<file path="config.mk">
export PLATFORM = sky130hd
export DESIGN_NAME = ars_top
export DESIGN_NICKNAME = d
export VERILOG_FILES = /design/src/design/ars_pkg.sv /design/src/design/ars_pin_ovr.sv /design/src/design/ars_top.sv
export VERILOG_INCLUDE_DIRS = /design/src /design/src/design
export SDC_FILE = /design/constraint.sdc
export NUM_CORES = 1
export LEC_CHECK = 0
export ABC_AREA = 1
export BUFFER_PORTS_ARGS = -buffer_cell sky130_fd_sc_hd__clkbuf_2
export CAP_MARGIN = 10
export CORE_MARGIN = 2
export CORE_UTILIZATION = 25
export DETAILED_ROUTE_END_ITERATION = 6
export PLACE_DENSITY = 0.45
export SLEW_MARGIN = 5
export SYNTH_ARGS = -nofsm -noshare
export SYNTH_HDL_FRONTEND = slang
export SYNTH_SLANG_ARGS = --single-unit
</file>
<file path="constraint.sdc">
create_clock -name clk_i -period 2.6 [get_ports clk_i]
set_input_delay 0.78 -clock clk_i [delete_from_list [all_inputs] [get_ports clk_i]]
set_output_delay 0.78 -clock clk_i [all_outputs]
set_load 0.03 [all_outputs]
</file>
<file path="src/design/ars_defines.svh">
// register map, field positions, reset values and source codes
// of the converter reference and input selection block.
// assumes: included by bare name from the top module and the checker.
`ifndef ARS_DEFINES_SVH
`define ARS_DEFINES_SVH

// word offsets on the register bus (byte addresses)
`define ARS_ADR_W        5
`define ARS_OFS_AMP      5'h00
`define ARS_OFS_BG       5'h04
`define ARS_OFS_CHSEL    5'h08
`define ARS_OFS_PINSEL   5'h0C
`define ARS_OFS_STAT     5'h10

// amplifier and reference control register
`define ARS_AMP_EN_BIT   7
`define ARS_AMP_IN_BIT   4
`define ARS_REF_HI       3
`define ARS_REF_LO       2
`define ARS_GAIN_HI      1
`define ARS_GAIN_LO      0
`define ARS_AMP_WMASK    8'h9F
`define ARS_AMP_RST      8'h00

// bandgap control register
`define ARS_BG_EN_BIT    0
`define ARS_BG_WMASK     8'h01
`define ARS_BG_RST       8'h00

// channel select register: source in the high nibble, channel low
`define ARS_SRC_HI       7
`define ARS_SRC_LO       4
`define ARS_CH_HI        3
`define ARS_CH_LO        0
`define ARS_CHSEL_RST    8'h00
`define ARS_PINSEL_RST   16'h0000

// status word bits, all taken from the switch output flops
`define ARS_STAT_EXT     0
`define ARS_STAT_INT     1
`define ARS_STAT_FLOAT   2
`define ARS_STAT_PIN     3
`define ARS_STAT_AMP     4
`define ARS_STAT_SUPPLY  5

// byte lane width of the register bus
`define ARS_LANE_W       8

// signal source codes
`define ARS_SRC_SUPPLY   4'h1
`define ARS_SRC_SUP_HALF 4'h2
`define ARS_SRC_SUP_QTR  4'h3
`define ARS_SRC_AMP      4'h5
`define ARS_SRC_AMP_HALF 4'h6
`define ARS_SRC_AMP_QTR  4'h7
`define ARS_SRC_GND_TOP  2'h2
`define ARS_SRC_EXT_TOP  2'h3
`define ARS_SRC_EXT_LOW  2'h0

// converter reference codes; any code with the top bit set is the amp
`define ARS_REF_SUPPLY   2'h0
`define ARS_REF_PIN      2'h1

`endif

</file>
<file path="src/design/ars_pkg.sv">
// types shared by the converter reference and input selection block.
// assumes: constants come from ars_defines.svh.
package ars_pkg;

	typedef enum logic [1:0] {
		ARS_GAIN_X1,
		ARS_GAIN_X1667,
		ARS_GAIN_X2500,
		ARS_GAIN_X3333
	} ars_gain_t;

	typedef enum {
		ARS_BUS_IDLE,
		ARS_BUS_ACK
	} ars_bus_state_t;

	// controls for amplifier, bandgap and converter reference switches
	typedef struct packed {
		logic      amp_enable;
		logic      amp_in_pin;
		logic      amp_in_bandgap;
		ars_gain_t amp_gain_choice;
		logic      bandgap_enable;
		logic      ref_supply;
		logic      ref_pin;
		logic      ref_amp;
	} ars_ref_ctl_t;

	// internal signal switches in front of the converter
	typedef struct packed {
		logic supply;
		logic supply_half;
		logic supply_quarter;
		logic amp;
		logic amp_half;
		logic amp_quarter;
		logic ground;
	} ars_int_src_t;

endpackage

</file>
<file path="src/design/ars_pin_ovr.sv">
// per-pin override of the digital port function for analog inputs.
// assumes: port controls come synchronous to clk_i from the port block.
`timescale 1ns/1ns
module ars_pin_ovr #(
	parameter int NPIN = 16
) (
	input  wire logic            clk_i,
	input  wire logic            rst_i,
	input  wire logic [NPIN-1:0] analog_sel_i,
	input  wire logic [NPIN-1:0] port_is_output_i,
	input  wire logic [NPIN-1:0] port_pull_i,
	output logic      [NPIN-1:0] pin_analog_o,
	output logic      [NPIN-1:0] pin_pull_o,
	output logic      [NPIN-1:0] pin_drive_n_o,
	output logic      [NPIN-1:0] pin_dig_in_o
);

	genvar g;
	generate
		for (g = 0; g < NPIN; g++) begin : gen_pin
			always_ff @(posedge clk_i) begin
				if (rst_i) begin
					pin_analog_o[g]  <= 1'b0;
					pin_pull_o[g]    <= 1'b0;
					pin_drive_n_o[g] <= 1'b1;
					pin_dig_in_o[g]  <= 1'b1;
				end else begin
					pin_analog_o[g]  <= analog_sel_i[g];
					pin_pull_o[g]    <= port_pull_i[g] & ~analog_sel_i[g];
					// direction is ignored once analog is chosen
					pin_drive_n_o[g] <= ~port_is_output_i[g] |
						analog_sel_i[g];
					pin_dig_in_o[g]  <= ~analog_sel_i[g];
				end
			end
		end
	endgenerate

endmodule

</file>
<file path="src/design/ars_top.sv">
// converter reference and input selection: register file on a
// classic wishbone slave, driving amplifier, bandgap, reference and
// input multiplexer switches plus the analog pin overrides.
// assumes: one clock, synchronous reset, port block inputs in domain.
//
// Functional notes
// bit 7 of amp control enables the gain amplifier; resets to 0.
// amp control bits 6 and 5 read 0 and ignore writes.
// bit 4 picks amp input: 0 reference pin, 1 bandgap voltage.
// reference select 00 supply, 01 reference pin, 1x amp output.
// internal reference selected disconnects the external pin path.
// gain select 00..11 gives gains 1, 1.667, 2.5, 3.333.
// bandgap control bit 0 enables bandgap; bits 7..1 read 0.
// software enables bandgap and waits start-up before choosing it.
// analog pin drops its digital function and its pull-high.
// analog function select overrides the port direction.
// sources 0000, 0100, 11xx route the chosen external channel.
// twelve-channel part: channel 11xx connects nothing, floating.
// internal codes route supply, fractions, amp output, or ground.
// any internal source switches off every external channel.
// control outputs follow stored fields the cycle after a write.
`timescale 1ns/1ns
`include "ars_defines.svh"
module ars_top #(
	parameter int NCH = 16
) (
	input  wire logic                clk_i,
	input  wire logic                rst_i,
	// wishbone classic slave
	input  wire logic                wb_cyc_i,
	input  wire logic                wb_stb_i,
	input  wire logic                wb_we_i,
	input  wire logic [3:0]          wb_sel_i,
	input  wire logic [`ARS_ADR_W-1:0] wb_adr_i,
	input  wire logic [31:0]         wb_dat_i,
	output logic      [31:0]         wb_dat_o,
	output logic                     wb_ack_o,
	// port block controls for the shared analog pins
	input  wire logic [NCH-1:0]      port_is_output_i,
	input  wire logic [NCH-1:0]      port_pull_i,
	// analog switch controls
	output ars_pkg::ars_ref_ctl_t    ref_ctl_o,
	output ars_pkg::ars_int_src_t    int_src_o,
	output logic      [NCH-1:0]      ext_chan_o,
	output logic                     conv_in_float_o,
	// pin overrides
	output logic      [NCH-1:0]      pin_analog_o,
	output logic      [NCH-1:0]      pin_pull_o,
	output logic      [NCH-1:0]      pin_drive_n_o,
	output logic      [NCH-1:0]      pin_dig_in_o
);
	import ars_pkg::*;

	// only the two channel counts of the family are decoded
	generate
		if (NCH != 12 && NCH != 16) begin : gen_bad_nch
			$error("ars_top: NCH must be 12 or 16");
		end
		if (`ARS_ADR_W < $clog2(`ARS_OFS_STAT + 1)) begin : gen_bad_adr
			$error("ars_top: address too narrow for the register map");
		end
	endgenerate

	// sources 0000, 0100 and 11xx leave the external channel path in use
	function automatic logic is_external(input logic [3:0] src);
		is_external = (src[3:2] == `ARS_SRC_EXT_TOP) ||
			(!src[3] && src[1:0] == `ARS_SRC_EXT_LOW);
	endfunction

	function automatic logic ref_is_internal(input logic [1:0] code);
		ref_is_internal = (code != `ARS_REF_PIN);
	endfunction

	// one decode for every byte-wide register's write strobe
	function automatic logic byte_write(
		input logic                  we,
		input logic                  lane,
		input logic [`ARS_ADR_W-1:0] at,
		input logic [`ARS_ADR_W-1:0] target
	);
		byte_write = we && lane && (at == target);
	endfunction

	// reset image of the widest part; the narrow part uses the low bits
	localparam logic [15:0] PIN_RST = `ARS_PINSEL_RST;

	ars_bus_state_t        bus_state_r;
	logic [7:0]            amp_ctl_r;
	logic [7:0]            bg_ctl_r;
	logic [7:0]            chsel_r;
	logic [NCH-1:0]        pin_sel_r;
	logic [31:0]           rd_data_nxt;
	logic [31:0]           dat_r;
	logic                  take;
	logic                  wr;
	logic [`ARS_ADR_W-1:0] ofs;
	logic [3:0]            src;
	logic [3:0]            chan;
	logic [1:0]            ref_code;
	ars_ref_ctl_t          ref_ctl_nxt;
	ars_int_src_t          int_src_nxt;
	logic [NCH-1:0]        ext_chan_nxt;
	logic                  float_nxt;
	logic [15:0]           pin_sel_wide;
	logic                  wr_amp;
	logic                  wr_bg;
	logic                  wr_chsel;
	logic                  wr_pin;

	assign take     = wb_cyc_i & wb_stb_i & (bus_state_r == ARS_BUS_IDLE);
	assign wr       = take & wb_we_i;
	assign ofs      = {wb_adr_i[`ARS_ADR_W-1:2], 2'h0};
	assign src      = chsel_r[`ARS_SRC_HI:`ARS_SRC_LO];
	assign chan     = chsel_r[`ARS_CH_HI:`ARS_CH_LO];
	assign ref_code = amp_ctl_r[`ARS_REF_HI:`ARS_REF_LO];

	// byte-wide registers all live in lane 0
	assign wr_amp   = byte_write(wr, wb_sel_i[0], ofs, `ARS_OFS_AMP);
	assign wr_bg    = byte_write(wr, wb_sel_i[0], ofs, `ARS_OFS_BG);
	assign wr_chsel = byte_write(wr, wb_sel_i[0], ofs, `ARS_OFS_CHSEL);
	assign wr_pin   = wr && (ofs == `ARS_OFS_PINSEL);

	// answer one cycle after the request is taken, and take nothing in that answer cycle
	// so a held request is not taken twice
	always_ff @(posedge clk_i) begin
		if (rst_i) begin
			bus_state_r <= ARS_BUS_IDLE;
		end else begin
			case (bus_state_r)
				ARS_BUS_IDLE: begin
					if (take) begin
						bus_state_r <= ARS_BUS_ACK;
					end
				end
				ARS_BUS_ACK: begin
					bus_state_r <= ARS_BUS_IDLE;
				end
				default: begin
					bus_state_r <= ARS_BUS_IDLE;
				end
			endcase
		end
	end

	// registered ack costs one wait state but keeps the bus off any path
	always_ff @(posedge clk_i) begin
		if (rst_i) begin
			wb_ack_o <= 1'b0;
		end else begin
			wb_ack_o <= take;
		end
	end

	// amplifier and reference control; unimplemented bits never store
	always_ff @(posedge clk_i) begin
		if (rst_i) begin
			amp_ctl_r <= `ARS_AMP_RST;
		end else if (wr_amp) begin
			amp_ctl_r <= wb_dat_i[7:0] & `ARS_AMP_WMASK;
		end
	end

	always_ff @(posedge clk_i) begin
		if (rst_i) begin
			bg_ctl_r <= `ARS_BG_RST;
		end else if (wr_bg) begin
			bg_ctl_r <= wb_dat_i[7:0] & `ARS_BG_WMASK;
		end
	end

	always_ff @(posedge clk_i) begin
		if (rst_i) begin
			chsel_r <= `ARS_CHSEL_RST;
		end else if (wr_chsel) begin
			chsel_r <= wb_dat_i[7:0];
		end
	end

	// one analog function bit per shared pin, set by its own byte lane
	for (genvar p = 0; p < NCH; p++) begin : gen_pin_sel
		always_ff @(posedge clk_i) begin
			if (rst_i) begin
				pin_sel_r[p] <= PIN_RST[p];
			end else if (wr_pin && wb_sel_i[p / `ARS_LANE_W]) begin
				pin_sel_r[p] <= wb_dat_i[p];
			end
		end
	end

	assign pin_sel_wide = 16'(pin_sel_r);

	// read mux; status reflects the switches actually driven
	always_comb begin
		rd_data_nxt = 32'h0000_0000;
		case (ofs)
			`ARS_OFS_AMP: begin
				rd_data_nxt[7:0] = amp_ctl_r;
			end
			`ARS_OFS_BG: begin
				rd_data_nxt[7:0] = bg_ctl_r;
			end
			`ARS_OFS_CHSEL: begin
				rd_data_nxt[7:0] = chsel_r;
			end
			`ARS_OFS_PINSEL: begin
				rd_data_nxt[15:0] = pin_sel_wide;
			end
			`ARS_OFS_STAT: begin
				rd_data_nxt[`ARS_STAT_EXT]    = |ext_chan_o;
				rd_data_nxt[`ARS_STAT_INT]    = |int_src_o;
				rd_data_nxt[`ARS_STAT_FLOAT]  = conv_in_float_o;
				rd_data_nxt[`ARS_STAT_PIN]    = ref_ctl_o.ref_pin;
				rd_data_nxt[`ARS_STAT_AMP]    = ref_ctl_o.ref_amp;
				rd_data_nxt[`ARS_STAT_SUPPLY] = ref_ctl_o.ref_supply;
			end
			default: begin
				rd_data_nxt = 32'h0000_0000;
			end
		endcase
	end

	// unmapped offsets answer normally with zero data
	always_ff @(posedge clk_i) begin
		if (rst_i) begin
			dat_r <= 32'h0000_0000;
		end else if (take && !wb_we_i) begin
			dat_r <= rd_data_nxt;
		end else if (take) begin
			dat_r <= 32'h0000_0000;
		end
	end

	assign wb_dat_o = dat_r;

	// amplifier, bandgap and converter reference switches
	always_comb begin
		ref_ctl_nxt                 = '0;
		ref_ctl_nxt.amp_enable      = amp_ctl_r[`ARS_AMP_EN_BIT];
		ref_ctl_nxt.amp_in_pin      = ~amp_ctl_r[`ARS_AMP_IN_BIT];
		// bandgap readiness is software's job; no hardware hold-off
		ref_ctl_nxt.amp_in_bandgap  = amp_ctl_r[`ARS_AMP_IN_BIT];
		ref_ctl_nxt.amp_gain_choice =
			ars_gain_t'(amp_ctl_r[`ARS_GAIN_HI:`ARS_GAIN_LO]);
		ref_ctl_nxt.bandgap_enable  = bg_ctl_r[`ARS_BG_EN_BIT];
		ref_ctl_nxt.ref_supply      = (ref_code == `ARS_REF_SUPPLY);
		// external pin path only while the pin is the chosen reference
		ref_ctl_nxt.ref_pin         = ~ref_is_internal(ref_code);
		ref_ctl_nxt.ref_amp         = ref_code[1];
	end

	// internal signal sources in front of the converter
	always_comb begin
		int_src_nxt = '0;
		case (src)
			`ARS_SRC_SUPPLY: begin
				int_src_nxt.supply = 1'b1;
			end
			`ARS_SRC_SUP_HALF: begin
				int_src_nxt.supply_half = 1'b1;
			end
			`ARS_SRC_SUP_QTR: begin
				int_src_nxt.supply_quarter = 1'b1;
			end
			`ARS_SRC_AMP: begin
				int_src_nxt.amp = 1'b1;
			end
			`ARS_SRC_AMP_HALF: begin
				int_src_nxt.amp_half = 1'b1;
			end
			`ARS_SRC_AMP_QTR: begin
				int_src_nxt.amp_quarter = 1'b1;
			end
			default: begin
				int_src_nxt.ground =
					(src[3:2] == `ARS_SRC_GND_TOP);
			end
		endcase
	end

	// external channel switches; never closed with an internal source
	always_comb begin
		ext_chan_nxt = '0;
		float_nxt    = 1'b0;
		if (is_external(src)) begin
			if (int'(chan) < NCH) begin
				ext_chan_nxt[chan] = 1'b1;
			end else begin
				float_nxt = 1'b1;
			end
		end
	end

	// every switch control is a flop loaded from the stored fields
	always_ff @(posedge clk_i) begin
		if (rst_i) begin
			ref_ctl_o <= '0;
		end else begin
			ref_ctl_o <= ref_ctl_nxt;
		end
	end

	always_ff @(posedge clk_i) begin
		if (rst_i) begin
			int_src_o <= '0;
		end else begin
			int_src_o <= int_src_nxt;
		end
	end

	always_ff @(posedge clk_i) begin
		if (rst_i) begin
			ext_chan_o <= '0;
		end else begin
			ext_chan_o <= ext_chan_nxt;
		end
	end

	// only the narrow part can float; the wide part decodes every code
	always_ff @(posedge clk_i) begin
		if (rst_i) begin
			conv_in_float_o <= 1'b0;
		end else begin
			conv_in_float_o <= float_nxt;
		end
	end

	ars_pin_ovr #(
		.NPIN (NCH)
	) u_pin_ovr (
		.clk_i            (clk_i),
		.rst_i            (rst_i),
		.analog_sel_i     (pin_sel_r),
		.port_is_output_i (port_is_output_i),
		.port_pull_i      (port_pull_i),
		.pin_analog_o     (pin_analog_o),
		.pin_pull_o       (pin_pull_o),
		.pin_drive_n_o    (pin_drive_n_o),
		.pin_dig_in_o     (pin_dig_in_o)
	);

endmodule

</file>
==> results.py <==
metrics = {
    "synthesis": {
        "yosysWarnings": 0,
        "ys_seq_elements": 145,
        "synth_largest_area_cell": "dfxtp_1",
        "synth_cell_types": 27,
        "syn_area_per_cell_um2": 8.915,
        "syn-cell-area_um2": 4716,
        "synth_top_area_frac": 0.6155,
        "syn_inst": 529,
        "synth.area.top_cells": "dfxtp_1 (62%), nor2_1 (7.5%), nand2_1 (5.2%), a21oi_1 (3.7%), inv_1 (3.6%)",
        "seq_area_frac_synth": 0.6155,
    },
    "min_path": {
        "min-delay-start": "amp_ctl_r[2]",
        "hold_end": "ref_ctl_o[2]",
        "hp-class": "flip-flop to flip-flop",
        "whs_path_depth": 1,
    },
    "sta": {
        "post-route-min-period_ns": 1.775,
        "hold_violations": 0,
        "max_freq_mhz": 563.5,
        "finClkSkew_ns": 0.01249,
        "setup_viol_count_final": 0,
        "period_share": 0.6826,
        "fin_setup_tns_ns": 0,
        "rsz0062_at_grt": "no",
        "slew_viol_final": 0,
    },
    "power": {
        "p_seq_frac": 0.449,
        "ir_worst_vdd_v": 0.0004437,
        "swShare": 0.2509,
        "p_switching_mw": 1.272,
        "p_leak_nw": 2.844,
        "powerDensity_nw_per_um2": 800.4,
        "p_total_mw": 5.071,
        "p_int_mw": 3.799,
        "p_comb_frac": 0.063,
        "clockPowerShare": 0.489,
    },
    "place": {
        "gp_congestion": 0.7905,
        "dpl.hpwl_um": 9600,
        "io_buffers": 170,
    },
    "floorplan": {
        "start_util": 0.2538,
        "row_count": 50,
        "fp.dieW_um": 141.3,
        "die-area_um2": 19980,
        "io_pins": 208,
        "die_y_um": 141.3,
        "core_region_area_um2": 18580,
    },
    "worst_setup_path": {
        "slowest_stage": "dfxtp_1",
        "timing.rr.start": "bus_state_r[0]",
        "path_buf_inv": 1,
        "worstPathCellList": "clkbuf_2",
        "crit_cells": 1,
        "path_max_fanout": 2,
        "critPathRequiredTime_ns": 1.82,
        "cp.arrival_ns": 0.99,
        "crit_path_max_incr_delay_ns": 0.35,
        "r2r_setup_slack_ns": 1.13,
        "rr_worst_depth": 5,
        "worstSetupPathType": "flip-flop to output pin",
        "worst_setup_path_end_kind": "output pin",
        "r2r-end": "wb_dat_o[10]",
        "start_kind": "flip-flop",
        "path_delay_family": "flip-flops",
    },
    "clock_network": {
        "cts_buffers": 17,
        "clk_latency_ns": 0.43,
        "ctsResizeCount": 0,
        "clkTransAtPathRegs_ns": 0.06,
        "cts_hold_buffers": 0,
        "cts_root_buffer": "clkbuf_16",
        "cts_tree": "done",
        "cts-htree-levels": 4,
        "cts_sinks": 145,
        "post_cts_buffers": 0,
        "clock_path_buffers": 2,
    },
    "global_routing": {
        "gr-total-overflow": 0,
        "grt_pass1_wl_um": 20030,
        "grt_usage": 0.1310,
        "grt_pass1_vias": 3804,
        "grt_max_degree": 56,
        "antenna_found_initial": 1,
    },
    "finish": {
        "layout_commonest_cell": "clkbuf_2",
        "antenna_cells": 0,
        "fin_nets": 780,
        "synthToLayoutAreaGrowth_pct": 34.33,
        "drive_gt1_frac": 0.3133,
        "final_cell_mix": "clkbuf_2 (170), dfxtp_1 (145), nor2_1 (94)",
    },
    "drt": {
        "wire_per_inst_um": 13.54,
        "drc": 0,
        "post_drt_via_cell_ratio": 4.087,
        "antenna_left": 0,
        "firstDrtPassIters": 4,
        "num_vias": 3879,
        "drt_iter0_markers": 166,
        "routed_wl_um": 12850,
    },
    "run_status": {
        "outcome": "finished, final reports clean",
    },
    "flow_run": {
        "maxCapViolCount": 0,
    },
}
==> per-layer routing <==
layer | global-route usage | share of wire
met1 | 0.1600 | 0.44
met2 | 0.2052 | 0.46
met3 | 0.05602 | 0.094
met4 | 0.05053 | 0.011
met5 | 0 | 0.0012
==> synthesized netlist by cell type <==
cell type  count
clkbuf_1       6
inv_2          2
nor2_4         2
nand3b_4       1
o21ai_1       15
o21ai_0       29
nor2_2         3
conb_1         1
nand3_4        2
nand3_2        3
or2_2          1
inv_4          2
nor3_1         7
buf_4         19
nand2_1       65
dfxtp_1      145
o21ai_2        1
inv_1         45
buf_2          7
nor2_1        94
nand2_2        2
buf_6          3
a21oi_1       35
nand4_1        5
nand3_1       31
clkinv_1       1
nor3b_1        2
==> sequential cells by signal (all words and copies together), names as in the netlist, 9 cells and up <==
signal / cells
pin_sel_r: 16
u_pin_ovr.pin_dig_in_o: 16
u_pin_ovr.pin_pull_o: 16
ext_chan_o: 16
u_pin_ovr.pin_drive_n_o: 16
u_pin_ovr.pin_analog_o: 16
ref_ctl_o: 9
wb_dat_o: 16
==> worst max-delay path by stage <==
stage                 start  slack (ns)           end
5_1_grt        wb_dat_o[14]        0.79  wb_dat_o[14]
4_1_cts        wb_dat_o[14]        0.81  wb_dat_o[14]
3_5_place_dp       wb_stb_i        0.54  wb_dat_o[10]
2_1_floorplan   wb_adr_i[3]        0.87  amp_ctl_r[7]
3_3_place_gp    wb_adr_i[4]        0.58    chsel_r[2]
6_report       wb_dat_o[14]        0.83  wb_dat_o[14]
==> power groups by stage <==
stage / registers, mW / logic, mW / clock network [mW]
after floorplan: 2.40 / 0.145 / 0
after global placement: 2.32 / 0.320 / 0
after detailed placement: 2.33 / 0.322 / 0
after CTS: 2.28 / 0.322 / 2.54
after global routing: 2.28 / 0.346 / 2.65
final: 2.27 / 0.318 / 2.48
==> cell type report <==
class,count,area [µm²]
clock buffer,17,425.4
clock inverter,15,176.4
fill,1937,12250
inverter,50,192.7
multi-input combinational,315,1446
sequential,145,2903
tap,234,292.8
timing repair buffer,173,898.4
==> kinds of logic (layout without fill, tap and decap cells) <==
family / Yosys count / after routing / synth area share
AOI/OAI and AO/OA: 80 / 80 / 0.08570
buffers and inverters: 85 / 255 / 0.09047
DFF: 145 / 145 / 0.6155
other: 1 / 17 / 0.0007952
and+or+nand+nor: 218 / 218 / 0.2075
==> metrics by stage <==
stage	std cells	worst slack [ns]	hold WS (ns)	utilization	cell area, µm²
2_1_floorplan	545	0.8673	0.4132	-	4776
5_1_grt	949	0.7869	0.4874	0.3409	6335
6_report	949	0.8253	0.4642	0.3409	6335
3_3_place_gp	917	0.5773	0.4439	0.3086	5733
3_5_place_dp	917	0.5400	0.4464	0.3086	5733
4_1_cts	949	0.8068	0.4603	0.3409	6335
(Power assumes the default switching activity.)
